## config.mk

```make
export PLATFORM = sky130hd
export DESIGN_NAME = sram_boundary_scan_tap
export DESIGN_NICKNAME = d
export VERILOG_FILES = /design/src/hdl/sram_tap_pkg.sv /design/src/hdl/sram_boundary_scan_tap.sv /design/src/hdl/tap_state_machine.sv /design/src/hdl/scan_shift_reg.sv
export VERILOG_INCLUDE_DIRS = /design/src /design/src/hdl
export SDC_FILE = /design/constraint.sdc
export NUM_CORES = 1
export LEC_CHECK = 0
export BUFFER_PORTS_ARGS = -buffer_cell sky130_fd_sc_hd__buf_4
export CAP_MARGIN = 40
export CORE_ASPECT_RATIO = 1.75
export CORE_MARGIN = 10
export CORE_UTILIZATION = 41
export DETAILED_ROUTE_END_ITERATION = 12
export PLACE_DENSITY = 0.55
export SYNTH_ARGS = -nofsm -noshare
export SYNTH_HDL_FRONTEND = slang
export SYNTH_SLANG_ARGS = --single-unit
```

## constraint.sdc

```tcl
create_clock -name clk_i -period 2.25 [get_ports clk_i]
set_input_delay 0.225 -clock clk_i [delete_from_list [all_inputs] [get_ports clk_i]]
set_output_delay 0.225 -clock clk_i [all_outputs]
set_load 0.03 [all_outputs]
```

## src/hdl/sram_tap_regs.svh

```systemverilog
`ifndef SRAM_TAP_REGS_SVH
`define SRAM_TAP_REGS_SVH

// ----------------------------------------
// scan register sizes
// ----------------------------------------
`define TAP_IR_LEN 3
`define TAP_BYPASS_LEN 1
`define TAP_ID_LEN 32
`define TAP_BSR_LEN_X36 70
`define TAP_BSR_LEN_X18 51

// ----------------------------------------
// instruction codes
// ----------------------------------------
`define TAP_IR_EXTEST 3'h0
`define TAP_IR_IDCODE 3'h1
`define TAP_IR_SAMPLE_Z 3'h2
`define TAP_IR_RSVD_3 3'h3
`define TAP_IR_SAMPLE 3'h4
`define TAP_IR_RSVD_5 3'h5
`define TAP_IR_RSVD_6 3'h6
`define TAP_IR_BYPASS 3'h7
`define TAP_IR_CAPTURE_VAL 3'h1

// ----------------------------------------
// identification field layout
// ----------------------------------------
`define TAP_ID_REV_MSB 31
`define TAP_ID_REV_LSB 28
`define TAP_ID_DEPTH_MSB 27
`define TAP_ID_DEPTH_LSB 23
`define TAP_ID_WIDTH_MSB 22
`define TAP_ID_WIDTH_LSB 18
`define TAP_ID_RSVD_MSB 17
`define TAP_ID_RSVD_LSB 12
`define TAP_ID_MFR_MSB 11
`define TAP_ID_MFR_LSB 1
`define TAP_ID_PRESENT_BIT 0
`define TAP_ID_PRESENT_VAL 1'h1

// ----------------------------------------
// reset values
// ----------------------------------------
`define TAP_BYPASS_CAPTURE_VAL 1'h0
`define TAP_TDO_RESET_VAL 1'h0

`endif

```

## src/hdl/sram_tap_pkg.sv

```systemverilog
package sram_tap_pkg;

  // ----------------------------------------
  // controller states, one-hot
  // ----------------------------------------
  typedef enum logic [15:0] {
    st_reset    = 16'h0001,
    st_idle     = 16'h0002,
    st_sel_dr   = 16'h0004,
    st_cap_dr   = 16'h0008,
    st_shift_dr = 16'h0010,
    st_exit1_dr = 16'h0020,
    st_pause_dr = 16'h0040,
    st_exit2_dr = 16'h0080,
    st_upd_dr   = 16'h0100,
    st_sel_ir   = 16'h0200,
    st_cap_ir   = 16'h0400,
    st_shift_ir = 16'h0800,
    st_exit1_ir = 16'h1000,
    st_pause_ir = 16'h2000,
    st_exit2_ir = 16'h4000,
    st_upd_ir   = 16'h8000
  } tap_state_t;

  // ----------------------------------------
  // serial pins after synchronisation
  // ----------------------------------------
  typedef struct packed {
    logic tck;
    logic tms;
    logic tdi;
  } tap_pins_t;

endpackage : sram_tap_pkg

```

## src/hdl/sram_boundary_scan_tap.sv

```systemverilog
// Functional notes
// - codes 000 and 010 capture pads, route boundary chain, force outputs high-Z.
// - code 001 loads fixed 32-bit identification and routes it out.
// - code 100 captures pads and routes boundary chain; no preload onto pads.
// - code 111 routes the one-bit bypass register; memory unaffected.
// - instruction 3 bits, bypass 1 bit, identification 32 bits.
// - wide variant chain holds 70 cells, address first, low address bits last.
// - identification bits 31:28 carry the revision number.
// - bits 27:23 give depth, 22:18 width, distinct per variant.
// - bits 17:12 are a reserved field.
// - bits 11:1 hold the maker code, same for both variants.
// - identification bit 0 always reads one.
// - serial output changes only after the test clock falls.
// - serial input and mode select sampled on test clock rise.
// - narrow variant chain holds 51 cells, low address bits last.
// - capture-IR loads 01 in low bits; new code acts at update-IR.
// - identification code selected at power-up and in test-logic-reset.
// - identification bit 0 leaves serial output first.
`include "sram_tap_regs.svh"
`timescale 1ns/10ps
`default_nettype none
module sram_boundary_scan_tap #(
  parameter bit WIDE_VARIANT = 1'b1, // 1: x36 chain, 0: x18 chain
  parameter logic [3:0] ID_REVISION = 4'h0, // arbitrary value
  parameter logic [4:0] ID_DEPTH_WIDE = 5'h0a, // arbitrary value
  parameter logic [4:0] ID_DEPTH_NARROW = 5'h0b, // arbitrary value
  parameter logic [4:0] ID_WIDTH_WIDE = 5'h09, // arbitrary value
  parameter logic [4:0] ID_WIDTH_NARROW = 5'h0c, // arbitrary value
  parameter logic [5:0] ID_RESERVED = 6'h00, // arbitrary value
  parameter logic [10:0] ID_MAKER = 11'h2a5 // arbitrary value
) (
  input wire logic clk_i, // system clock, 250 MHz
  input wire logic rst_n_i, // async reset, active low
  input wire logic tck_i, // test clock pin
  input wire logic tms_i, // test mode select pin
  input wire logic tdi_i, // test serial data in pin
  input wire logic [`TAP_BSR_LEN_X36-1:0] pad_state_i, // pad levels, bit n-1 is cell n
  output logic tdo_o, // test serial data out
  output logic tdo_oe_o, // high while tdo is driven
  output logic pad_hiz_o, // high forces device outputs high-Z
  output logic [`TAP_IR_LEN-1:0] instr_o // active instruction
);

  localparam int BSR_LEN = WIDE_VARIANT ? `TAP_BSR_LEN_X36 : `TAP_BSR_LEN_X18;
  localparam logic [4:0] ID_DEPTH = WIDE_VARIANT ? ID_DEPTH_WIDE : ID_DEPTH_NARROW;
  localparam logic [4:0] ID_WIDTH = WIDE_VARIANT ? ID_WIDTH_WIDE : ID_WIDTH_NARROW;

  // ----------------------------------------
  // instruction decode
  // ----------------------------------------
  function automatic logic sel_boundary(input logic [`TAP_IR_LEN-1:0] code);
    sel_boundary = (code == `TAP_IR_EXTEST) || (code == `TAP_IR_SAMPLE_Z) ||
                   (code == `TAP_IR_SAMPLE);
  endfunction : sel_boundary

  function automatic logic sel_ident(input logic [`TAP_IR_LEN-1:0] code);
    sel_ident = (code == `TAP_IR_IDCODE);
  endfunction : sel_ident

  function automatic logic forces_hiz(input logic [`TAP_IR_LEN-1:0] code);
    forces_hiz = (code == `TAP_IR_EXTEST) || (code == `TAP_IR_SAMPLE_Z);
  endfunction : forces_hiz

  // ----------------------------------------
  // pin synchronisers
  // ----------------------------------------
  // test clock is sampled, not used as a clock; tms/tdi share its delay
  sram_tap_pkg::tap_pins_t pins_s1_reg;
  sram_tap_pkg::tap_pins_t pins_s2_reg;
  sram_tap_pkg::tap_pins_t pins_s1_next;
  sram_tap_pkg::tap_pins_t pins_s2_next;
  logic tck_prev_reg;
  logic tck_prev_next;
  // narrow variant leaves the upper pad bits unread
  logic [`TAP_BSR_LEN_X36-1:0] pad_s1_reg;
  logic [`TAP_BSR_LEN_X36-1:0] pad_s2_reg;
  logic [`TAP_BSR_LEN_X36-1:0] pad_s1_next;
  logic [`TAP_BSR_LEN_X36-1:0] pad_s2_next;

  always_comb begin
    pins_s1_next = '{tck: tck_i, tms: tms_i, tdi: tdi_i};
    pins_s2_next = pins_s1_reg;
    tck_prev_next = pins_s2_reg.tck;
    pad_s1_next = pad_state_i;
    pad_s2_next = pad_s1_reg;
  end

  always_ff @(posedge clk_i or negedge rst_n_i) begin
    if (!rst_n_i) begin
      pins_s1_reg <= '0;
      pins_s2_reg <= '0;
      tck_prev_reg <= 1'h0;
      pad_s1_reg <= '0;
      pad_s2_reg <= '0;
    end else begin
      pins_s1_reg <= pins_s1_next;
      pins_s2_reg <= pins_s2_next;
      tck_prev_reg <= tck_prev_next;
      pad_s1_reg <= pad_s1_next;
      pad_s2_reg <= pad_s2_next;
    end
  end

  logic tck_rise;
  logic tck_fall;
  assign tck_rise = pins_s2_reg.tck & ~tck_prev_reg;
  assign tck_fall = ~pins_s2_reg.tck & tck_prev_reg;

  // ----------------------------------------
  // controller
  // ----------------------------------------
  sram_tap_pkg::tap_state_t state;

  tap_state_machine u_fsm (
    .clk_i(clk_i),
    .rst_n_i(rst_n_i),
    .step_i(tck_rise),
    .tms_i(pins_s2_reg.tms),
    .state_o(state)
  );

  logic in_cap_dr;
  logic in_shift_dr;
  logic in_cap_ir;
  logic in_shift_ir;
  assign in_cap_dr = (state == sram_tap_pkg::st_cap_dr);
  assign in_shift_dr = (state == sram_tap_pkg::st_shift_dr);
  assign in_cap_ir = (state == sram_tap_pkg::st_cap_ir);
  assign in_shift_ir = (state == sram_tap_pkg::st_shift_ir);

  // ----------------------------------------
  // data register strobes
  // ----------------------------------------
  // one strobe per detected rise, shared by every data register
  logic cap_dr_step;
  logic shift_dr_step;
  assign cap_dr_step = tck_rise && in_cap_dr;
  assign shift_dr_step = tck_rise && in_shift_dr;

  // ----------------------------------------
  // instruction register
  // ----------------------------------------
  logic [`TAP_IR_LEN-1:0] ir_shift_reg;
  logic [`TAP_IR_LEN-1:0] ir_shift_next;
  logic [`TAP_IR_LEN-1:0] ir_reg;
  logic [`TAP_IR_LEN-1:0] ir_next;

  always_comb begin
    ir_shift_next = ir_shift_reg;
    ir_next = ir_reg;
    if (tck_rise && in_cap_ir) begin
      ir_shift_next = `TAP_IR_CAPTURE_VAL;
    end else if (tck_rise && in_shift_ir) begin
      ir_shift_next = {pins_s2_reg.tdi, ir_shift_reg[`TAP_IR_LEN-1:1]};
    end
    if (state == sram_tap_pkg::st_reset) begin
      ir_next = `TAP_IR_IDCODE;
    end else if (tck_fall && state == sram_tap_pkg::st_upd_ir) begin
      ir_next = ir_shift_reg;
    end
  end

  always_ff @(posedge clk_i or negedge rst_n_i) begin
    if (!rst_n_i) begin
      ir_shift_reg <= `TAP_IR_CAPTURE_VAL;
      ir_reg <= `TAP_IR_IDCODE;
    end else begin
      ir_shift_reg <= ir_shift_next;
      ir_reg <= ir_next;
    end
  end

  logic use_bsr;
  logic use_id;
  logic use_bypass;
  assign use_bsr = sel_boundary(ir_reg);
  assign use_id = sel_ident(ir_reg);
  // reserved codes fall onto bypass so the scan path never breaks
  assign use_bypass = !use_bsr && !use_id;

  // ----------------------------------------
  // bypass register
  // ----------------------------------------
  logic bypass_reg;
  logic bypass_next;

  always_comb begin
    bypass_next = bypass_reg;
    if (cap_dr_step && use_bypass) begin
      bypass_next = `TAP_BYPASS_CAPTURE_VAL;
    end else if (shift_dr_step && use_bypass) begin
      bypass_next = pins_s2_reg.tdi;
    end
  end

  always_ff @(posedge clk_i or negedge rst_n_i) begin
    if (!rst_n_i) begin
      bypass_reg <= `TAP_BYPASS_CAPTURE_VAL;
    end else begin
      bypass_reg <= bypass_next;
    end
  end

  // ----------------------------------------
  // identification register
  // ----------------------------------------
  logic [`TAP_ID_LEN-1:0] id_value;
  always_comb begin
    id_value = '0;
    id_value[`TAP_ID_REV_MSB:`TAP_ID_REV_LSB] = ID_REVISION;
    id_value[`TAP_ID_DEPTH_MSB:`TAP_ID_DEPTH_LSB] = ID_DEPTH;
    id_value[`TAP_ID_WIDTH_MSB:`TAP_ID_WIDTH_LSB] = ID_WIDTH;
    id_value[`TAP_ID_RSVD_MSB:`TAP_ID_RSVD_LSB] = ID_RESERVED;
    id_value[`TAP_ID_MFR_MSB:`TAP_ID_MFR_LSB] = ID_MAKER;
    id_value[`TAP_ID_PRESENT_BIT] = `TAP_ID_PRESENT_VAL;
  end

  logic id_serial;
  // lsb sits at the output end, so bit 0 leaves first
  scan_shift_reg #(
    .LEN(`TAP_ID_LEN)
  ) u_id_chain (
    .clk_i(clk_i),
    .rst_n_i(rst_n_i),
    .capture_i(cap_dr_step && use_id),
    .shift_i(shift_dr_step && use_id),
    .serial_i(pins_s2_reg.tdi),
    .load_i(id_value),
    .serial_o(id_serial)
  );

  // ----------------------------------------
  // boundary scan chain
  // ----------------------------------------
  // capture only; no update stage, so nothing is ever driven onto pads
  logic bsr_serial;
  scan_shift_reg #(
    .LEN(BSR_LEN)
  ) u_bsr_chain (
    .clk_i(clk_i),
    .rst_n_i(rst_n_i),
    .capture_i(cap_dr_step && use_bsr),
    .shift_i(shift_dr_step && use_bsr),
    .serial_i(pins_s2_reg.tdi),
    .load_i(pad_s2_reg[BSR_LEN-1:0]),
    .serial_o(bsr_serial)
  );

  // ----------------------------------------
  // serial output and pad control
  // ----------------------------------------
  logic tdo_reg;
  logic tdo_next;
  logic tdo_oe_reg;
  logic tdo_oe_next;
  logic pad_hiz_reg;
  logic pad_hiz_next;
  logic dr_serial;

  always_comb begin
    dr_serial = bypass_reg;
    if (use_bsr) begin
      dr_serial = bsr_serial;
    end else if (use_id) begin
      dr_serial = id_serial;
    end
  end

  // instruction shift starts with the captured 01 pattern
  always_comb begin
    tdo_next = tdo_reg;
    tdo_oe_next = tdo_oe_reg;
    if (tck_fall) begin
      tdo_oe_next = in_shift_dr || in_shift_ir;
      if (in_shift_ir) begin
        tdo_next = ir_shift_reg[0];
      end else if (in_shift_dr) begin
        tdo_next = dr_serial;
      end
    end
    pad_hiz_next = forces_hiz(ir_reg);
  end

  always_ff @(posedge clk_i or negedge rst_n_i) begin
    if (!rst_n_i) begin
      tdo_reg <= `TAP_TDO_RESET_VAL;
      tdo_oe_reg <= 1'h0;
      pad_hiz_reg <= 1'h0;
    end else begin
      tdo_reg <= tdo_next;
      tdo_oe_reg <= tdo_oe_next;
      pad_hiz_reg <= pad_hiz_next;
    end
  end

  assign tdo_o = tdo_reg;
  assign tdo_oe_o = tdo_oe_reg;
  assign pad_hiz_o = pad_hiz_reg;
  assign instr_o = ir_reg;

endmodule : sram_boundary_scan_tap
`default_nettype wire

```

## src/hdl/tap_state_machine.sv

```systemverilog
`timescale 1ns/10ps
`default_nettype none
module tap_state_machine (
  input wire logic clk_i, // system clock
  input wire logic rst_n_i, // async reset, active low
  input wire logic step_i, // one-cycle pulse per test clock rise
  input wire logic tms_i, // mode select sampled with step_i
  output sram_tap_pkg::tap_state_t state_o // current state
);

  sram_tap_pkg::tap_state_t state_reg;
  sram_tap_pkg::tap_state_t state_next;

  // ----------------------------------------
  // sixteen-state controller
  // ----------------------------------------
  always_comb begin
    state_next = state_reg;
    if (step_i) begin
      case (state_reg)
        sram_tap_pkg::st_reset: state_next = tms_i ? sram_tap_pkg::st_reset : sram_tap_pkg::st_idle;
        sram_tap_pkg::st_idle: state_next = tms_i ? sram_tap_pkg::st_sel_dr : sram_tap_pkg::st_idle;
        sram_tap_pkg::st_sel_dr: state_next = tms_i ? sram_tap_pkg::st_sel_ir : sram_tap_pkg::st_cap_dr;
        sram_tap_pkg::st_cap_dr: state_next = tms_i ? sram_tap_pkg::st_exit1_dr : sram_tap_pkg::st_shift_dr;
        sram_tap_pkg::st_shift_dr: state_next = tms_i ? sram_tap_pkg::st_exit1_dr : sram_tap_pkg::st_shift_dr;
        sram_tap_pkg::st_exit1_dr: state_next = tms_i ? sram_tap_pkg::st_upd_dr : sram_tap_pkg::st_pause_dr;
        sram_tap_pkg::st_pause_dr: state_next = tms_i ? sram_tap_pkg::st_exit2_dr : sram_tap_pkg::st_pause_dr;
        sram_tap_pkg::st_exit2_dr: state_next = tms_i ? sram_tap_pkg::st_upd_dr : sram_tap_pkg::st_shift_dr;
        sram_tap_pkg::st_upd_dr: state_next = tms_i ? sram_tap_pkg::st_sel_dr : sram_tap_pkg::st_idle;
        sram_tap_pkg::st_sel_ir: state_next = tms_i ? sram_tap_pkg::st_reset : sram_tap_pkg::st_cap_ir;
        sram_tap_pkg::st_cap_ir: state_next = tms_i ? sram_tap_pkg::st_exit1_ir : sram_tap_pkg::st_shift_ir;
        sram_tap_pkg::st_shift_ir: state_next = tms_i ? sram_tap_pkg::st_exit1_ir : sram_tap_pkg::st_shift_ir;
        sram_tap_pkg::st_exit1_ir: state_next = tms_i ? sram_tap_pkg::st_upd_ir : sram_tap_pkg::st_pause_ir;
        sram_tap_pkg::st_pause_ir: state_next = tms_i ? sram_tap_pkg::st_exit2_ir : sram_tap_pkg::st_pause_ir;
        sram_tap_pkg::st_exit2_ir: state_next = tms_i ? sram_tap_pkg::st_upd_ir : sram_tap_pkg::st_shift_ir;
        sram_tap_pkg::st_upd_ir: state_next = tms_i ? sram_tap_pkg::st_sel_dr : sram_tap_pkg::st_idle;
        // illegal code falls back to reset state
        default: state_next = sram_tap_pkg::st_reset;
      endcase
    end
  end

  always_ff @(posedge clk_i or negedge rst_n_i) begin
    if (!rst_n_i) begin
      state_reg <= sram_tap_pkg::st_reset;
    end else begin
      state_reg <= state_next;
    end
  end

  assign state_o = state_reg;

endmodule : tap_state_machine
`default_nettype wire

```

## src/hdl/scan_shift_reg.sv

```systemverilog
`timescale 1ns/10ps
`default_nettype none
module scan_shift_reg #(
  parameter int LEN = 32
) (
  input wire logic clk_i, // system clock
  input wire logic rst_n_i, // async reset, active low
  input wire logic capture_i, // parallel load pulse
  input wire logic shift_i, // shift one bit toward lsb
  input wire logic serial_i, // bit entering at msb
  input wire logic [LEN-1:0] load_i, // parallel capture value
  output logic serial_o // lsb, next bit out
);

  logic [LEN-1:0] chain_reg;
  logic [LEN-1:0] chain_next;

  // ----------------------------------------
  // capture and shift
  // ----------------------------------------
  always_comb begin
    chain_next = chain_reg;
    if (capture_i) begin
      chain_next = load_i;
    end else if (shift_i) begin
      chain_next = {serial_i, chain_reg[LEN-1:1]};
    end
  end

  always_ff @(posedge clk_i or negedge rst_n_i) begin
    if (!rst_n_i) begin
      chain_reg <= '0;
    end else begin
      chain_reg <= chain_next;
    end
  end

  assign serial_o = chain_reg[0];

endmodule : scan_shift_reg
`default_nettype wire

```

==> impl_metrics.tcl <==
set metrics [dict create \
    outcome "complete, no violations" \
    r2r-start "u_fsm.state_o[12]" \
    ir_worst_vdd_v 0.0005871 \
    cp.arrival_ps 2570 \
    synth_edf_count 0 \
    rsz0062_at_grt "false" \
    timing.critical_path.from "u_fsm.state_o[12]" \
    portBuffers 80 \
    root_buffer "clkbuf_16" \
    pin_count 81 \
    first_pass_iters 4 \
    die_h_um 222.5 \
    synth_area_leader_cell "dfrtp_1" \
    drive_above_1_share 0.1759 \
    drtIter0Drc 406 \
    clock.fmax_mhz 460.4 \
    p_int_uw 8293 \
    start_util 0.4134 \
    ys_warn_count 0 \
    core_area_um2 23240 \
    grt_first_pass_wirelength_mm 34.35 \
    synthCells 798 \
    placed_area_um2 10710 \
    finalInstanceArea_um2 12410 \
    setup_tns_ps 0 \
    final-hold-violation-count 0 \
    insertion_delay_ps 530 \
    crit_chain "nor4_4 -> nand4_2 -> or2_4 -> buf_12 -> o22ai_1 -> o21ai_1" \
    synthDistinctLibCells 54 \
    die_area_um2 30190 \
    synth_seq_cells 275 \
    grt_util_all_layers 0.1361 \
    min_period_ps 2172 \
    final-max-slew-violation-count 0 \
    synth.top_cell.area_share 0.7085 \
    cp.required_ps 2640 \
    grt_max_degree 141 \
    nets 1027 \
    globalplace.congestion 0.8344 \
    num_rows 74 \
    path_max_fanout 37 \
    p_clk_frac 0.425 \
    vias 6406 \
    synth-main-ff-cell "dfrtp_1" \
    synth_fp_nets 873 \
    drc 0 \
    maxSlewHeadroom 0.6263 \
    clkTransAtPathRegs_ps 70 \
    min_period_over_period 0.9653 \
    ys_top_cells_by_area "dfrtp_1 71%, nand2_1 5.4%, o22ai_1 4.6%" \
    endpoint_kind "flop" \
    grt-ovfl-total 0 \
    synthArstFlopShare 1.000 \
    p_leak_uw 0.005587 \
    startpoint_type "flop" \
    avgSynthCellArea_um2 12.04 \
    cp_slowest_cell "dfrtp_1" \
    diodes 0 \
    finClkSkew_ps 12.19 \
    cts_buffer_depth 3 \
    cts_inserted_buffers 26 \
    cts_tree "done" \
    grt_pass1_vias 7049 \
    drt_wl_total_mm 19.92 \
    setup_viol 0 \
    p_sw_frac 0.2244 \
    htreeDepth 1 \
    cts.sinks 275 \
    antenna_left 0 \
    slowest_delay_ps 430 \
    rr_worst_depth 6 \
    p_per_area_nw_per_um2 861.9 \
    p_sw_uw 2399 \
    final_util 0.5338 \
    ys_seq_area_frac 0.7167 \
    hp-class "in -> async" \
    syn_to_final_growth_pct 29.13 \
    wl_per_cell_um 15.61 \
    grt_antenna_before_repair 0 \
    tightest_slew_ps 560.5 \
    cap_viol_max_count 0 \
    crit_type "reg -> reg" \
    pwr-share-seq 0.496 \
    place_hpwl_mm 12.78 \
    die_w_um 135.7 \
    viasPerCell 5.020 \
    p_comb_frac 0.079 \
    netlist_area_um2 9607 \
]
-- cell type report --
| cell class | count | area (um2) |
|---|---|---|
| tap | 304 | 380.4 |
| multi-input combinational | 461 | 2487 |
| timing repair buffer | 185 | 1732 |
| fill | 1976 | 10830 |
| clock inverter | 12 | 150.1 |
| sequential | 275 | 6885 |
| inverter | 3 | 11.26 |
| clock buffer | 36 | 759.5 |
-- synth_stat cells (6+ instances only) --
| cell type | number |
|---|---|
| o31ai_1 | 6 |
| buf_2 | 25 |
| nor3_1 | 18 |
| o22ai_1 | 71 |
| nand3_1 | 24 |
| nor4_1 | 6 |
| o21ai_1 | 70 |
| nand2_1 | 139 |
| nand4_1 | 7 |
| o21ai_0 | 12 |
| dfrtp_1 | 272 |
| clkbuf_1 | 33 |
| nor2_1 | 37 |
-- per-layer routing --
metal,vias up,GRT usage,share of wire
met2,129,0.2349,0.53
met3,46,0.02282,0.037
li1,3086,-,-
met5,-,0,0
met4,0,0.05753,0.031
met1,3145,0.1620,0.40
-- power groups by stage --
stage / combinational (uW) / clock, uW / sequential, uW
final: 840 / 4550 / 5310
after global placement: 702 / 0 / 5390
after CTS: 828 / 4700 / 5300
after global routing: 932 / 4880 / 5330
after floorplan: 436 / 0 / 5300
after detailed placement: 719 / 0 / 5400
-- logic make-up (layout without fill, tap and decap cells) --
kind of cell | count (synthesis) | count (layout) | synth area share
AND/OR/NAND/NOR | 271 | 271 | 0.1355
XOR/XNOR | 6 | 6 | 0.005470
flip-flops | 275 | 275 | 0.7167
buffers and inverters | 62 | 236 | 0.02748
adder cells (fa/ha/maj) | 1 | 1 | 0.001042
AO/OA/AOI/OAI | 180 | 180 | 0.1107
multiplexers | 3 | 3 | 0.003126
-- worst max-delay path: cells and delay by family, from the launching register on --
| kind | cells | cell delay (ps) |
|---|---|---|
| simple gates | 3 | 1050 |
| flops | 1 | 430 |
| compound gates | 2 | 360 |
| buf+inv | 1 | 180 |
-- through the flow --
stage | power, uW | hold slack [ps] | instances | setup WS (ps)
floorplan | 5739 | -70.59 | 798 | 273.5
global placement | 6092 | 171.5 | 1151 | 72.48
detailed placement | 6114 | 176.6 | 1151 | 16.57
CTS | 10830 | 215.3 | 1273 | 42.64
global route | 11140 | 252.2 | 1276 | 3.354
finish | 10690 | 203.5 | 1276 | 78.16
-- final timing paths --
kind                                             to  slack (ps)
setup / recovery           u_bsr_chain.chain_reg[3]          80
hold / removal                       pins_s2_reg[1]         200
setup reg to reg           u_bsr_chain.chain_reg[3]          80
hold reg to reg                      pad_s2_reg[57]         340
max in group asynchronous            pad_s1_reg[57]        1250
min in group clk_i                   pad_s1_reg[15]         340
-- cells in the final DEF (no fill, tap or decap), types with 18 or more instances in the layout --
| cell type | n |
|---|---|
| dfrtp_1 | 272 |
| nand2_1 | 139 |
| buf_4 | 98 |
| dlygate4sd3_1 | 74 |
| o22ai_1 | 71 |
| o21ai_1 | 70 |
| nor2_1 | 37 |
| clkbuf_16 | 27 |
| nand3_1 | 24 |
| nor3_1 | 18 |
-- repair_timing --
item | in CTS | in global routing
pin swaps | 1 | 2
setup buffers | 0 | 3
setup endpoints to repair | 1 | 9
hold buffers | 74 | 0
hold endpoints to repair | 155 | 0
gates resized for setup | 0 | 3
Power figures use the tool's default switching activity.
